[src/shared/hibank_pkg.sv]
`default_nettype none
package hibank_pkg;
    // ----------------------------------------
    // register offsets (byte addresses)
    // ----------------------------------------
    localparam logic [7:0] ADDR_STATUS = 8'h00;
    localparam logic [7:0] ADDR_IDENT = 8'h04;
    localparam logic [7:0] ADDR_CLASS = 8'h08;
    localparam logic [7:0] ADDR_SUBSYS = 8'h0C;
    localparam logic [7:0] ADDR_HEADER = 8'h10;
    localparam logic [7:0] ADDR_MODE = 8'h14;
    localparam logic [7:0] ADDR_TIMING0 = 8'h18;
    localparam logic [7:0] ADDR_TIMING1 = 8'h1C;
    localparam logic [7:0] ADDR_DMACTL = 8'h24;
    localparam logic [7:0] ADDR_DMACMD = 8'h28;
    // ----------------------------------------
    // status bit positions
    // ----------------------------------------
    localparam int ST_TGT_SEND_FULL = 23;
    localparam int ST_MASTER_SEND_FULL = 22;
    localparam int ST_TGT_RECV_EMPTY = 21;
    localparam int ST_TGT_SEND_EMPTY = 20;
    localparam int ST_MASTER_RECV_EMPTY = 19;
    localparam int ST_MASTER_SEND_EMPTY = 18;
    localparam int ST_FLASH_BUSY = 17;
    localparam int ST_IRQ_PENDING = 16;
    localparam int ST_IRQ_ENABLE = 0;
    localparam logic IRQ_ENABLE_RESET = 1'b1;
    // ----------------------------------------
    // fixed identification (values arbitrary)
    // ----------------------------------------
    localparam logic [15:0] PART_CODE = 16'hA5C3;
    localparam logic [15:0] MAKER_CODE = 16'h5A3C;
    localparam logic [15:0] SUBSYSTEM_PART_CODE = 16'hA5C3;
    localparam logic [15:0] SUBSYSTEM_MAKER_CODE = 16'h5A3C;
    localparam logic [23:0] CLASS_CODE = 24'h048000;
    localparam logic [7:0] HEADER_TYPE = 8'h00;
    localparam logic [7:0] REVISION_CODE = 8'h01;
    localparam logic [7:0] MAX_LATENCY = 8'h00;
    localparam logic [7:0] MIN_GRANT = 8'h00;
    // ----------------------------------------
    // writable masks and field positions
    // ----------------------------------------
    localparam logic [31:0] MODE_MASK = 32'h0000DFFF;
    localparam logic [31:0] TIMING1_MASK = 32'h000FFFFF;
    localparam logic [31:0] DMACTL_MASK = 32'h80000007;
    localparam logic [31:0] DMACMD_MASK = 32'h0000003F;
    localparam int DMA_IRQ_EN_BIT = 31;
    localparam int DMA_TYPE_BIT = 2;
    localparam int DMA_DIR_BIT = 1;
    localparam int DMA_GO_BIT = 0;
    localparam logic [6:0] FIRST_BLOCK_WORDS = 7'h40;
endpackage
`default_nettype wire

[src/rtl/host_iface_register_bank.sv]
// Added by the designer: the strobed register port.
`timescale 1ns/1ps
`default_nettype none
// Operation
// - status 23/22 show transmit buffers full
// - status 21..18 show buffers empty
// - status 17 shows flash command busy
// - status 16 pending irq, bit0 enable
// - fixed part and maker codes
// - class code 0x48000, top byte reserved
// - fixed subsystem part and maker codes
// - header, revision, latency, grant bytes
// - mode bits 15:14 select mode register
// - mode bit 12 power-down exit type
// - write recovery codes 1..5 mean 2..6
// - bit 8 dll reset, bit 7 test
// - cas latency codes 3..6 valid
// - burst type bit3, length 4 or 8
// - timing fields in core cycles
// - load mode time and power-up delay
// - finish interrupt to processor after last
// - host notify: any data or first 64
// - direction bit selects memory to host
// - dma runs only while request set
// - six-bit linear buffer index
module host_iface_register_bank (
    input wire logic clock,
    input wire logic rst,
    input wire logic [7:0] address,
    input wire logic [31:0] writeData,
    input wire logic writeStrobe,
    input wire logic readStrobe,
    output logic [31:0] readData,
    input wire logic targetSendFull,
    input wire logic masterSendFull,
    input wire logic targetRecvEmpty,
    input wire logic targetSendEmpty,
    input wire logic masterRecvEmpty,
    input wire logic masterSendEmpty,
    input wire logic flashBusy,
    input wire logic hostIfaceEvent,
    input wire logic dmaTransferDone,
    input wire logic dmaFifoWordValid,
    output logic hostIrq,
    output logic [1:0] modeRegSelect,
    output logic powerDownExit,
    output logic [2:0] writeRecovery,
    output logic dllReset,
    output logic testModeSelect,
    output logic [2:0] casLatency,
    output logic burstOrdering,
    output logic [3:0] burstLength,
    output logic modeValid,
    output logic [31:0] timingPrimary,
    output logic [3:0] loadModeTime,
    output logic [15:0] powerUpDelay,
    output logic dmaEnable,
    output logic dmaToHost,
    output logic [5:0] linearBufferIndex,
    output logic dmaHostIrq,
    output logic dmaFinishIrq
);
    // ----------------------------------------
    // registers
    // ----------------------------------------
    logic irqEnable;
    logic irqPending;
    logic [31:0] modeValue;
    logic [31:0] timingSecondary;
    logic [31:0] dmaControl;
    logic [31:0] dmaCommand;
    logic finishArmed;
    logic [6:0] preparedCount;
    logic [31:0] next_readData;
    logic writeMode;
    logic writeDmaCtl;

    function automatic logic hit(input logic [7:0] a, input logic [7:0] target);
        hit = (a == target);
    endfunction

    assign writeMode = writeStrobe && hit(address, hibank_pkg::ADDR_MODE);
    assign writeDmaCtl = writeStrobe && hit(address, hibank_pkg::ADDR_DMACTL);

    // ----------------------------------------
    // software writes
    // ----------------------------------------
    always_ff @(posedge clock or posedge rst) begin
        if (rst) begin
            irqEnable <= hibank_pkg::IRQ_ENABLE_RESET;
        end else if (writeStrobe && hit(address, hibank_pkg::ADDR_STATUS)) begin
            irqEnable <= writeData[hibank_pkg::ST_IRQ_ENABLE];
        end
    end

    always_ff @(posedge clock or posedge rst) begin
        if (rst) begin
            modeValue <= 32'h00000000;
            timingPrimary <= 32'h00000000;
            timingSecondary <= 32'h00000000;
            dmaCommand <= 32'h00000000;
        end else if (writeStrobe) begin
            // masks keep reserved bits zero
            if (writeMode) begin
                modeValue <= writeData & hibank_pkg::MODE_MASK;
            end
            if (hit(address, hibank_pkg::ADDR_TIMING0)) begin
                timingPrimary <= writeData;
            end
            if (hit(address, hibank_pkg::ADDR_TIMING1)) begin
                timingSecondary <= writeData & hibank_pkg::TIMING1_MASK;
            end
            if (hit(address, hibank_pkg::ADDR_DMACMD)) begin
                dmaCommand <= writeData & hibank_pkg::DMACMD_MASK;
            end
        end
    end

    always_ff @(posedge clock or posedge rst) begin
        if (rst) begin
            dmaControl <= 32'h00000000;
        end else if (writeDmaCtl) begin
            dmaControl <= writeData & hibank_pkg::DMACTL_MASK;
        end
    end

    // ----------------------------------------
    // host interface interrupt
    // ----------------------------------------
    // pending is raw event level held until irq disabled; set wins
    always_ff @(posedge clock or posedge rst) begin
        if (rst) begin
            irqPending <= 1'b0;
        end else if (hostIfaceEvent) begin
            irqPending <= 1'b1;
        end else if (!irqEnable) begin
            irqPending <= 1'b0;
        end
    end

    always_ff @(posedge clock or posedge rst) begin
        if (rst) begin
            hostIrq <= 1'b0;
        end else begin
            hostIrq <= irqPending && irqEnable;
        end
    end

    // ----------------------------------------
    // mode value decode
    // ----------------------------------------
    always_ff @(posedge clock or posedge rst) begin
        if (rst) begin
            modeRegSelect <= 2'h0;
            powerDownExit <= 1'b0;
            writeRecovery <= 3'h0;
            dllReset <= 1'b0;
            testModeSelect <= 1'b0;
            casLatency <= 3'h0;
            burstOrdering <= 1'b0;
            burstLength <= 4'h0;
            modeValid <= 1'b0;
            loadModeTime <= 4'h0;
            powerUpDelay <= 16'h0000;
        end else begin
            modeRegSelect <= modeValue[15:14];
            powerDownExit <= modeValue[12];
            // recovery cycles = code + 1; 0 when reserved
            writeRecovery <= (modeValue[11:9] >= 3'h1 && modeValue[11:9] <= 3'h5) ?
                modeValue[11:9] + 3'h1 : 3'h0;
            dllReset <= modeValue[8];
            testModeSelect <= modeValue[7];
            casLatency <= (modeValue[6:4] >= 3'h3 && modeValue[6:4] <= 3'h6) ?
                modeValue[6:4] : 3'h0;
            burstOrdering <= modeValue[3];
            unique case (modeValue[2:0])
                3'h2: burstLength <= 4'h4;
                3'h3: burstLength <= 4'h8;
                default: burstLength <= 4'h0;
            endcase
            // flags a fully legal mode word for the memory controller
            modeValid <= (modeValue[11:9] >= 3'h1) && (modeValue[11:9] <= 3'h5) &&
                (modeValue[6:4] >= 3'h3) && (modeValue[6:4] <= 3'h6) &&
                (modeValue[2:1] == 2'h1);
            loadModeTime <= timingSecondary[19:16];
            powerUpDelay <= timingSecondary[15:0];
        end
    end

    // ----------------------------------------
    // firmware dma control
    // ----------------------------------------
    always_ff @(posedge clock or posedge rst) begin
        if (rst) begin
            dmaEnable <= 1'b0;
            dmaToHost <= 1'b0;
            linearBufferIndex <= 6'h00;
        end else begin
            dmaEnable <= dmaControl[hibank_pkg::DMA_GO_BIT];
            dmaToHost <= dmaControl[hibank_pkg::DMA_DIR_BIT];
            linearBufferIndex <= dmaCommand[5:0];
        end
    end

    // armed when request drops with irq enabled; fires on last transfer
    always_ff @(posedge clock or posedge rst) begin
        if (rst) begin
            finishArmed <= 1'b0;
            dmaFinishIrq <= 1'b0;
        end else begin
            dmaFinishIrq <= 1'b0;
            if (writeDmaCtl && dmaControl[hibank_pkg::DMA_GO_BIT] &&
                !writeData[hibank_pkg::DMA_GO_BIT] &&
                writeData[hibank_pkg::DMA_IRQ_EN_BIT]) begin
                finishArmed <= 1'b1;
            end else if (finishArmed && dmaTransferDone) begin
                finishArmed <= 1'b0;
                dmaFinishIrq <= 1'b1;
            end
        end
    end

    // counts prepared words up to the first block threshold
    always_ff @(posedge clock or posedge rst) begin
        if (rst) begin
            preparedCount <= 7'h00;
        end else if (!dmaControl[hibank_pkg::DMA_GO_BIT]) begin
            preparedCount <= 7'h00;
        end else if (dmaFifoWordValid && preparedCount != hibank_pkg::FIRST_BLOCK_WORDS) begin
            preparedCount <= preparedCount + 7'h01;
        end
    end

    always_ff @(posedge clock or posedge rst) begin
        if (rst) begin
            dmaHostIrq <= 1'b0;
        end else if (!dmaControl[hibank_pkg::DMA_GO_BIT]) begin
            dmaHostIrq <= 1'b0;
        end else if (dmaControl[hibank_pkg::DMA_TYPE_BIT]) begin
            dmaHostIrq <= (preparedCount == hibank_pkg::FIRST_BLOCK_WORDS);
        end else begin
            dmaHostIrq <= dmaFifoWordValid;
        end
    end

    // ----------------------------------------
    // read path
    // ----------------------------------------
    always_comb begin
        next_readData = 32'h00000000;
        unique case (address)
            hibank_pkg::ADDR_STATUS: begin
                next_readData[hibank_pkg::ST_TGT_SEND_FULL] = targetSendFull;
                next_readData[hibank_pkg::ST_MASTER_SEND_FULL] = masterSendFull;
                next_readData[hibank_pkg::ST_TGT_RECV_EMPTY] = targetRecvEmpty;
                next_readData[hibank_pkg::ST_TGT_SEND_EMPTY] = targetSendEmpty;
                next_readData[hibank_pkg::ST_MASTER_RECV_EMPTY] = masterRecvEmpty;
                next_readData[hibank_pkg::ST_MASTER_SEND_EMPTY] = masterSendEmpty;
                next_readData[hibank_pkg::ST_FLASH_BUSY] = flashBusy;
                next_readData[hibank_pkg::ST_IRQ_PENDING] = irqPending;
                next_readData[hibank_pkg::ST_IRQ_ENABLE] = irqEnable;
            end
            hibank_pkg::ADDR_IDENT:
                next_readData = {hibank_pkg::PART_CODE, hibank_pkg::MAKER_CODE};
            hibank_pkg::ADDR_CLASS:
                next_readData = {8'h00, hibank_pkg::CLASS_CODE};
            hibank_pkg::ADDR_SUBSYS: next_readData = {hibank_pkg::SUBSYSTEM_PART_CODE,
                hibank_pkg::SUBSYSTEM_MAKER_CODE};
            hibank_pkg::ADDR_HEADER: next_readData = {hibank_pkg::HEADER_TYPE,
                hibank_pkg::REVISION_CODE, hibank_pkg::MAX_LATENCY,
                hibank_pkg::MIN_GRANT};
            hibank_pkg::ADDR_MODE: next_readData = modeValue;
            hibank_pkg::ADDR_TIMING0: next_readData = timingPrimary;
            hibank_pkg::ADDR_TIMING1: next_readData = timingSecondary;
            hibank_pkg::ADDR_DMACTL: next_readData = dmaControl;
            hibank_pkg::ADDR_DMACMD: next_readData = dmaCommand;
            default: next_readData = 32'h00000000; // unmapped reads zero
        endcase
    end

    // data valid only the cycle after the strobe; zero otherwise
    always_ff @(posedge clock or posedge rst) begin
        if (rst) begin
            readData <= 32'h00000000;
        end else if (readStrobe) begin
            readData <= next_readData;
        end else begin
            readData <= 32'h00000000;
        end
    end
endmodule
`default_nettype wire

[config.mk]
export PLATFORM = sky130hd
export DESIGN_NAME = host_iface_register_bank
export DESIGN_NICKNAME = d
export VERILOG_FILES = /design/src/shared/hibank_pkg.sv /design/src/rtl/host_iface_register_bank.sv
export SDC_FILE = /design/constraint.sdc
export NUM_CORES = 1
export LEC_CHECK = 0
export ABC_AREA = 0
export BUFFER_PORTS_ARGS = -buffer_cell sky130_fd_sc_hd__clkbuf_2
export CAP_MARGIN = 20
export CORE_MARGIN = 2
export CORE_UTILIZATION = 27
export CTS_CLUSTER_SIZE = 16
export DETAILED_ROUTE_END_ITERATION = 6
export GPL_ROUTABILITY_DRIVEN = 0
export PLACE_DENSITY_LB_ADDON = 0.12
export RECOVER_POWER = 25
export SYNTH_ARGS = -nofsm -noshare
export SYNTH_HDL_FRONTEND = slang
export SYNTH_SLANG_ARGS = --single-unit
[constraint.sdc]
create_clock -name clock -period 6.2 [get_ports clock]
set_input_delay 0.93 -clock clock [delete_from_list [all_inputs] [get_ports clock]]
set_output_delay 0.93 -clock clock [all_outputs]
set_load 0.01 [all_outputs]
==> metrics.md, run 1 <==
| Metric | Value |
|---|---|
| Status | `finished, violations left` |
| Failing checks | `max-capacitance violations, max-slew violations` |
| Final antenna-violating net count | `0` |
| Post-Syn Area per Cell | `14.0 um2` |
| Vias in the first global route | `4673` |
| Max-slew violation count | `98` |
| Top cells by area, synth | `dfrtp_1 (61%), mux2_4 (6.7%), mux2_1 (6.2%)` |
| Final Cycle Share | `0.555` |
| First drt pass iteration count | `4` |
| Root buf cell | `clkbuf_16` |
| Detailed-route wire length | `18.9 mm` |
| Port Buffers | `163` |
| Clock Latency Late Sink | `430 ps` |
| Core ar. | `24400 um2` |
| DRC viols | `0` |
| Clock Tree Buf Depth | `2` |
| Arrival @ worst endpoint | `3760 ps` |
| Hold Buf Count CTS | `0` |
| EDFF count, synth | `0` |
| Via count | `4441` |
| Area of the multi-input gates | `2400 um2` |
| Hold Vio Cnt, Final | `0` |
| Slew headroom | `-0.614` |
| Row Count | `57` |
| Worst clock skew | `13.3 ps` |
| CTS buffer count | `17` |
| Share of layout cells above drive strength 1 | `0.402` |
| Grt ovf | `0` |
| # diodes | `0` |
| Die Ht | `162 um` |
| WHS | `388 ps` |
| Post-placement setup slack | `2210 ps` |
| Post-synth top area share | `0.610` |
| Commonest cells after routing, fill and taps aside | `dfrtp_1 (164), clkbuf_2 (164), mux2_1 (37)` |
| Crit end category | `register` |
| Largest net degree at the start of global routing | `111` |
| Nets | `701` |
| Global-route wire length before repair | `28.6 mm` |
| Initial antenna violation count | `1` |
| Final setup TNS | `0 ps` |
| DR vias/cell | `4.53` |
| Crit path largest cell delay | `870 ps` |
| Die area | `26200 um2` |
| Critical-path cell list | `clkbuf_2 > nor4b_2 > and2_1 > nand2_4 > mux2_1` |
| Initial core utilization | `0.276` |
| Warnings from Yosys | `0` |
| Dominant cell type by area after synthesis | `dfrtp_1` |
| Wire per inst | `19.3 um` |
| Seq/Total Area, Yosys | `0.614` |
| Setup CP Type | `in -> reg` |
| # Post-CTS Setup Buffers | `0` |
| All-Layer GR Usage | `0.148` |
| Min Tclk post-route | `3440 ps` |
| Die width | `162 um` |
| Req. time, crit path | `6520 ps` |
| LEAKAGE | `4.32 nW` |
| Commonest register cell after synthesis | `dfrtp_1` |
| Clock transition at the registers of the reported paths | `70 ps` |
| Clock sink count | `165` |
| Syn Inst Count | `482` |
| Final core occ | `0.344` |
| Sequential Area | `4130 um2` |
| Setup violations, final | `0` |
| Worst hold path class | `reg -> reg` |
| H-tree depth | `4` |
| CTS tree | `yes` |
| Number of top-level pins | `166` |
| Post-synthesis cell type count | `59` |
| Hpwl dp | `13.5 mm` |
| Synth Register Bits | `165` |
| Max Cap Violations | `1` |
| Unrepaired setup endpoints after global routing | `false` |
| Initial drt markers | `222` |
| Worst Max-Slew Pin Slew | `2420 ps` |
| Post-route worst setup slack | `2760 ps` |
| Power Dens Cells | `279 nW/um2` |
| Startpoint class of the critical path | `input pin` |
| Power Total | `2.34 mW` |
| Layout area overhead | `24.8%` |
| Max Fclk | `0.291 GHz` |
| FILL cells | `2484` |
| Max stage delay cell, worst path | `nor4b_2` |
| Post-CTS sizing | `0` |
| CP max FO | `32` |
| FFs w/ async S/R, synth | `1.00` |
| Synthesized cell area | `6730 um2` |
| Max VDD drop | `0.134 mV` |
## logic make-up after synthesis
group	Yosys count	share of synthesized area
AOI/OAI and AO/OA	73	0.0737
xor gates and xnor gates	6	0.00781
adders and majority gates	4	0.00744
buffers and inverters	37	0.0301
DFF	165	0.614
muxes	90	0.167
other	1	0.000558
and+or+nand+nor	106	0.0995
## final timing paths
check	startpoint	to	slack [ps]	cells after the start
max	address[4]	timingPrimary[29]	2760	5
min	timingSecondary[14]	powerUpDelay[14]	390	0
max reg2reg	dmaControl[2]	readData[2]	4610	4
min reg2reg	timingSecondary[14]	powerUpDelay[14]	390	0
max in group asynchronous	rst	testModeSelect	2960	3
min in group asynchronous	rst	modeValue[12]	540	2
## per-layer routing
metal,share of wire,vias up,global-route usage,wire [um]
met5,0.00069,-,0,13
met4,0.013,2,0.0519,249
met3,0.068,20,0.0426,1280
met2,0.47,141,0.227,8920
met1,0.45,2250,0.200,8400
li1,-,2028,-,-
## flip-flops by register name, indices dropped and copies added, names as in the netlist, 2 cells and up
name / flops
timingSecondary: 20
powerUpDelay: 16
readData: 32
modeRegSelect: 2
modeValue: 15
writeRecovery: 3
loadModeTime: 4
burstLength: 2
linearBufferIndex: 6
dmaCommand: 6
dmaControl: 4
timingPrimary: 32
casLatency: 3
preparedCount: 7
## area by class of cell
type / count / share of cell area
clock inverter: 14 / 0.0165
clock buffer: 18 / 0.0523
timing repair buffer: 167 / 0.100
multi-input combinational: 281 / 0.285
sequential: 165 / 0.492
inverter: 11 / 0.00507
tap: 324 / 0.0483
## critical path, delay by kind of cell
kind	cells	cell delay (ps)
buf+inv	1	280
simple gates	3	2040
mux	1	470
## stage by stage
step / instances / cell area, um2
floorplan: 483 / 6730
global placement: 947 / 7820
detailed placement: 947 / 7820
CTS: 979 / 8390
global route: 980 / 8400
finish: 980 / 8400
## synth_stat cells (2+ instances only)
| library cell | instances |
|---|---|
| a211oi_1 | 2 |
| a21boi_0 | 3 |
| a21oi_1 | 15 |
| a221oi_1 | 2 |
| a22o_1 | 2 |
| a22oi_1 | 9 |
| a2bb2oi_1 | 6 |
| a31oi_1 | 8 |
| a32oi_1 | 3 |
| and2_1 | 14 |
| and3_1 | 7 |
| buf_2 | 6 |
| buf_4 | 5 |
| buf_6 | 5 |
| clkbuf_1 | 10 |
| dfrtp_1 | 164 |
| ha_1 | 4 |
| inv_1 | 11 |
| mux2_1 | 37 |
| mux2_2 | 19 |
| mux2_4 | 30 |
| mux2i_1 | 4 |
| nand2_1 | 16 |
| nand2b_1 | 2 |
| nand3_1 | 3 |
| nand3_2 | 2 |
| nand4_1 | 3 |
| nor2_1 | 22 |
| nor2b_1 | 10 |
| nor3_1 | 3 |
| nor3b_1 | 3 |
| nor4b_4 | 3 |
| o21ai_0 | 10 |
| o22ai_1 | 5 |
| or2_2 | 4 |
| or3_1 | 3 |
| xnor2_1 | 4 |
| xor2_1 | 2 |
## where the power goes
| part | leakage [nW] | switching (mW) | internal (mW) |
|---|---|---|---|
| registers | 2.28 | 0.0300 | 1.11 |
| clock network | 0.277 | 0.467 | 0.574 |
| logic | 1.76 | 0.0906 | 0.0650 |
| total | 4.32 | 0.588 | 1.75 |
Power figures use the tool's default switching activity.
==> run 2: changes to the inputs <==
--- a/config.mk
+++ b/config.mk
@@ -5,7 +5,7 @@
 export SDC_FILE = /design/constraint.sdc
 export NUM_CORES = 1
 export LEC_CHECK = 0
-export ABC_AREA = 0
+export ABC_AREA = 1
 export BUFFER_PORTS_ARGS = -buffer_cell sky130_fd_sc_hd__clkbuf_2
 export CAP_MARGIN = 20
 export CORE_MARGIN = 2
==> constraint.sdc (replaced) <==
create_clock -name clock -period 3 [get_ports clock]
set_input_delay 0.45 -clock clock [delete_from_list [all_inputs] [get_ports clock]]
set_output_delay 0.45 -clock clock [all_outputs]
set_load 0.01 [all_outputs]
==> run 2 against run 1 <==
Effect of this change:
- the run now ends clean
- non-clock buffer count rose by 7
- hold slack got worse by 150 ps
- area after synthesis fell by 0.93%
- via count rose by 14%
- routed wire length rose by 1.8%
- combinational power rose to 2.8 times the previous value
- sequential power rose by 120%
- cell count rose by 23%
- die area fell by 0.91%
==> metrics.md, run 2 <==
| Metric | Value |
|---|---|
| Status | `finished clean (was finished, violations left)` |
| First drt pass iteration count | `4 (unchanged)` |
| Mux contribution to synthesized area | `0 (was 0.167)` |
| Final antenna-violating net count | `0 (unchanged)` |
| Layout area overhead | `25.1% (was 24.8%)` |
| DRC viols | `0 (unchanged)` |
| Clock sink count | `165 (unchanged)` |
| # Post-CTS Setup Buffers | `0 (unchanged)` |
| Req. time, crit path | `3290 ps (was 6520 ps)` |
| FF-to-FF setup slack | `1520 ps (was 4610 ps)` |
| Reg2reg end | `preparedCount[5] (was readData[2])` |
| Wire per inst | `15.9 um (was 19.3 um)` |
| Initial core utilization | `0.275 (was 0.276)` |
| Die width | `161 um (was 162 um)` |
| FFs w/ async S/R, synth | `1.00 (unchanged)` |
| Nets | `926 (was 701)` |
| Seq/Total Area, Yosys | `0.620 (was 0.614)` |
| Core ar. | `24200 um2 (was 24400 um2)` |
| Min Tclk post-route | `1720 ps` |
| CTS buffer count | `17 (unchanged)` |
| Worst hold path class | `in -> reg (was reg -> reg)` |
| Post-route worst setup slack | `1280 ps (was 2760 ps)` |
| Setup CP Type | `in -> reg (unchanged)` |
| WHS | `239 ps (was 388 ps)` |
| Arrival @ worst endpoint | `2010 ps (was 3760 ps)` |
| Sequential Area | `4130 um2 (unchanged)` |
| Hold Buf Count CTS | `0 (unchanged)` |
| Initial drt markers | `256 (was 222)` |
| Commonest cells after routing, fill and taps aside | `nand2_1 (185), dfrtp_1 (164), clkbuf_2 (163) (was dfrtp_1 (164), clkbuf_2 (164), mux2_1 (37))` |
| Vias in the first global route | `5273 (was 4673)` |
| Max Cap Violations | `0 (was 1)` |
| Final setup TNS | `0 ps (unchanged)` |
| Compound-Gate Fraction of Synth Area | `0.0849 (was 0.0737)` |
| Clock Tree Buf Depth | `2 (unchanged)` |
| Post-Syn Area per Cell | `9.46 um2 (was 14.0 um2)` |
| Port Buffers | `163 (unchanged)` |
| LEAKAGE | `4.50 nW (was 4.32 nW)` |
| H-tree depth | `4 (unchanged)` |
| Post-route insts no fill | `1205 (was 980)` |
| Most common cell after layout, fill and taps aside | `nand2_1` |
| Worst reg-to-reg path cell count | `7 (was 4)` |
| CP max FO | `28 (was 32)` |
| Startpoint class of the critical path | `input pin (unchanged)` |
| Warnings from Yosys | `0 (unchanged)` |
| Post-synth top area share | `0.616 (was 0.610)` |
| Worst clock skew | `10.7 ps (was 13.3 ps)` |
| Biggest regs | `readData x32, timingPrimary x32, timingSecondary x20 (unchanged)` |
| Detailed-route wire length | `19.2 mm (was 18.9 mm)` |
| Die area | `25900 um2 (was 26200 um2)` |
| Hpwl dp | `13.0 mm (was 13.5 mm)` |
| Commonest register cell after synthesis | `dfrtp_1 (unchanged)` |
| Initial antenna violation count | `2 (was 1)` |
| Setup violations, final | `0 (unchanged)` |
| All-Layer GR Usage | `0.152 (was 0.148)` |
| Hold path start | `hostIfaceEvent (was timingSecondary[14])` |
| Post-CTS sizing | `0 (unchanged)` |
| EDFF count, synth | `0 (unchanged)` |
| Max-slew violation count | `0 (was 98)` |
| Crit end category | `register (unchanged)` |
| Largest family of logic cells by synthesized area | `simple AND/OR/NAND/NOR gates (was multiplexers)` |
| Max Fclk | `0.581 GHz` |
| Worst hold stages | `2 (was 0)` |
| CTS tree | `yes (unchanged)` |
| Worst Max-Slew Pin Slew | `906 ps (was 2420 ps)` |
| Dominant cell type by area after synthesis | `dfrtp_1 (unchanged)` |
| Largest net degree at the start of global routing | `166 (was 111)` |
| Global-route wire length before repair | `30.1 mm (was 28.6 mm)` |
| Hold endpoint | `irqPending (was powerUpDelay[14])` |
| Post-synthesis simple-gate area fraction | `0.214 (was 0.0995)` |
| R2R Path Start | `preparedCount[0] (was dmaControl[2])` |
| Grt ovf | `0 (unchanged)` |
| Cell count after placement | `1173 (was 947)` |
| Post-Synth Adder-Cell Area | `0.00751 (was 0.00744)` |
| Top cells by area, synth | `dfrtp_1 (62%), nand2_1 (10%), nand3_1 (5.0%) (was dfrtp_1 (61%), mux2_4 (6.7%), mux2_1 (6.2%))` |
| Share of layout cells above drive strength 1 | `0.270 (was 0.402)` |
| List of most frequent post-synthesis cells | `nand2_1 (185), dfrtp_1 (164), inv_1 (70), nand3_1 (67), nor2_1 (48) (was dfrtp_1 (164), mux2_1 (37), mux2_4 (30), nor2_1 (22), mux2_2 (19))` |
| Max VDD drop | `0.265 mV (was 0.134 mV)` |
| Syn Inst Count | `704 (was 482)` |
| Hold Vio Cnt, Final | `0 (unchanged)` |
| Post-synthesis cell type count | `31 (was 59)` |
| Unrepaired setup endpoints after global routing | `false (unchanged)` |
| Clock transition at the registers of the reported paths | `60 ps (was 70 ps)` |
| Clock Latency Late Sink | `420 ps (was 430 ps)` |
| Post-placement setup slack | `808 ps (was 2210 ps)` |
| Final Cycle Share | `0.574` |
| Die Ht | `161 um (was 162 um)` |
| Area of the multi-input gates | `2080 um2 (was 2400 um2)` |
| Power Dens Cells | `584 nW/um2 (was 279 nW/um2)` |
| Via count | `5078 (was 4441)` |
| Synth Register Bits | `165 (unchanged)` |
| Count leader, synth | `nand2_1 (was dfrtp_1)` |
| Post-Synth XOR/XNOR Area | `0.00394 (was 0.00781)` |
| DR vias/cell | `4.21 (was 4.53)` |
| Slew headroom | `0.396 (was -0.614)` |
| Row Count | `57 (unchanged)` |
| Power Total | `4.87 mW (was 2.34 mW)` |
| FILL cells | `2582 (was 2484)` |
| Synthesized cell area | `6660 um2 (was 6730 um2)` |
| Number of top-level pins | `166 (unchanged)` |
| Root buf cell | `clkbuf_16 (unchanged)` |
==> run 2: changes by cell type after synthesis, sizes merged, moves of 13 or more <==
cell	change
and2	-13
inv	+62
mux2	-86
nand2	+172
nand3	+64
nor2	+36
o21ai	+65
==> run 2: metal layers <==
layer  share of wire  vias up  track usage
met5         0.00057        -            0
met4          0.0053        2       0.0329
met3           0.045        9       0.0360
met2            0.48      105        0.244
met1            0.47     2404        0.211
li1                -     2558            -
==> run 2: kinds of logic (layout without fill, tap and decap cells) <==
| logic type | count (synthesis) | after routing |
|---|---|---|
| xor+xnor | 3 | 3 |
| buf+inv | 103 | 278 |
| other cells | 1 | 3 |
| flops | 165 | 165 |
| fa+ha+maj | 4 | 4 |
| compound gates | 99 | 99 |
| simple gates | 329 | 329 |
==> run 2: cell type report <==
type / instances / area share
multi-input combinational: 437 / 0.249
sequential: 165 / 0.496
inverter: 73 / 0.0330
tap: 324 / 0.0486
clock inverter: 9 / 0.00676
timing repair buffer: 174 / 0.111
clock buffer: 22 / 0.0557
antenna: 1 / 0.000300
==> run 2: worst max path at each step <==
stage	from	end	slack, ps	cells after the start
after detailed placement	address[0]	readData[14]	810	10
after CTS	address[0]	readData[1]	1240	10
final	address[5]	timingSecondary[9]	1280	8
after floorplan	rst	burstLength[2]	450	1
after global routing	address[0]	readData[15]	1100	10
after global placement	address[0]	readData[1]	780	10
==> run 2: critical path, stage by stage <==
cell and delay, ps:
clkbuf_2 110, inv_2 80, nand2_1 80, nor2_4 410, nand3_2 360, buf_4 350, nand2_1 80, o21ai_1 70
==> run 2: metrics by stage <==
stage	util	instance area, um2
CTS	0.344	8330
finish	0.344	8330
detailed placement	0.322	7810
global route	0.344	8330
global placement	0.322	7810
floorplan	-	6670
==> run 2: power by group <==
part / internal (mW) / leakage (nW) / switching [mW] / total, mW
sequential: 2.35 / 2.23 / 0.116 / 2.47
combinational: 0.158 / 2.02 / 0.273 / 0.431
clock: 1.09 / 0.252 / 0.879 / 1.97
total: 3.60 / 4.50 / 1.27 / 4.87
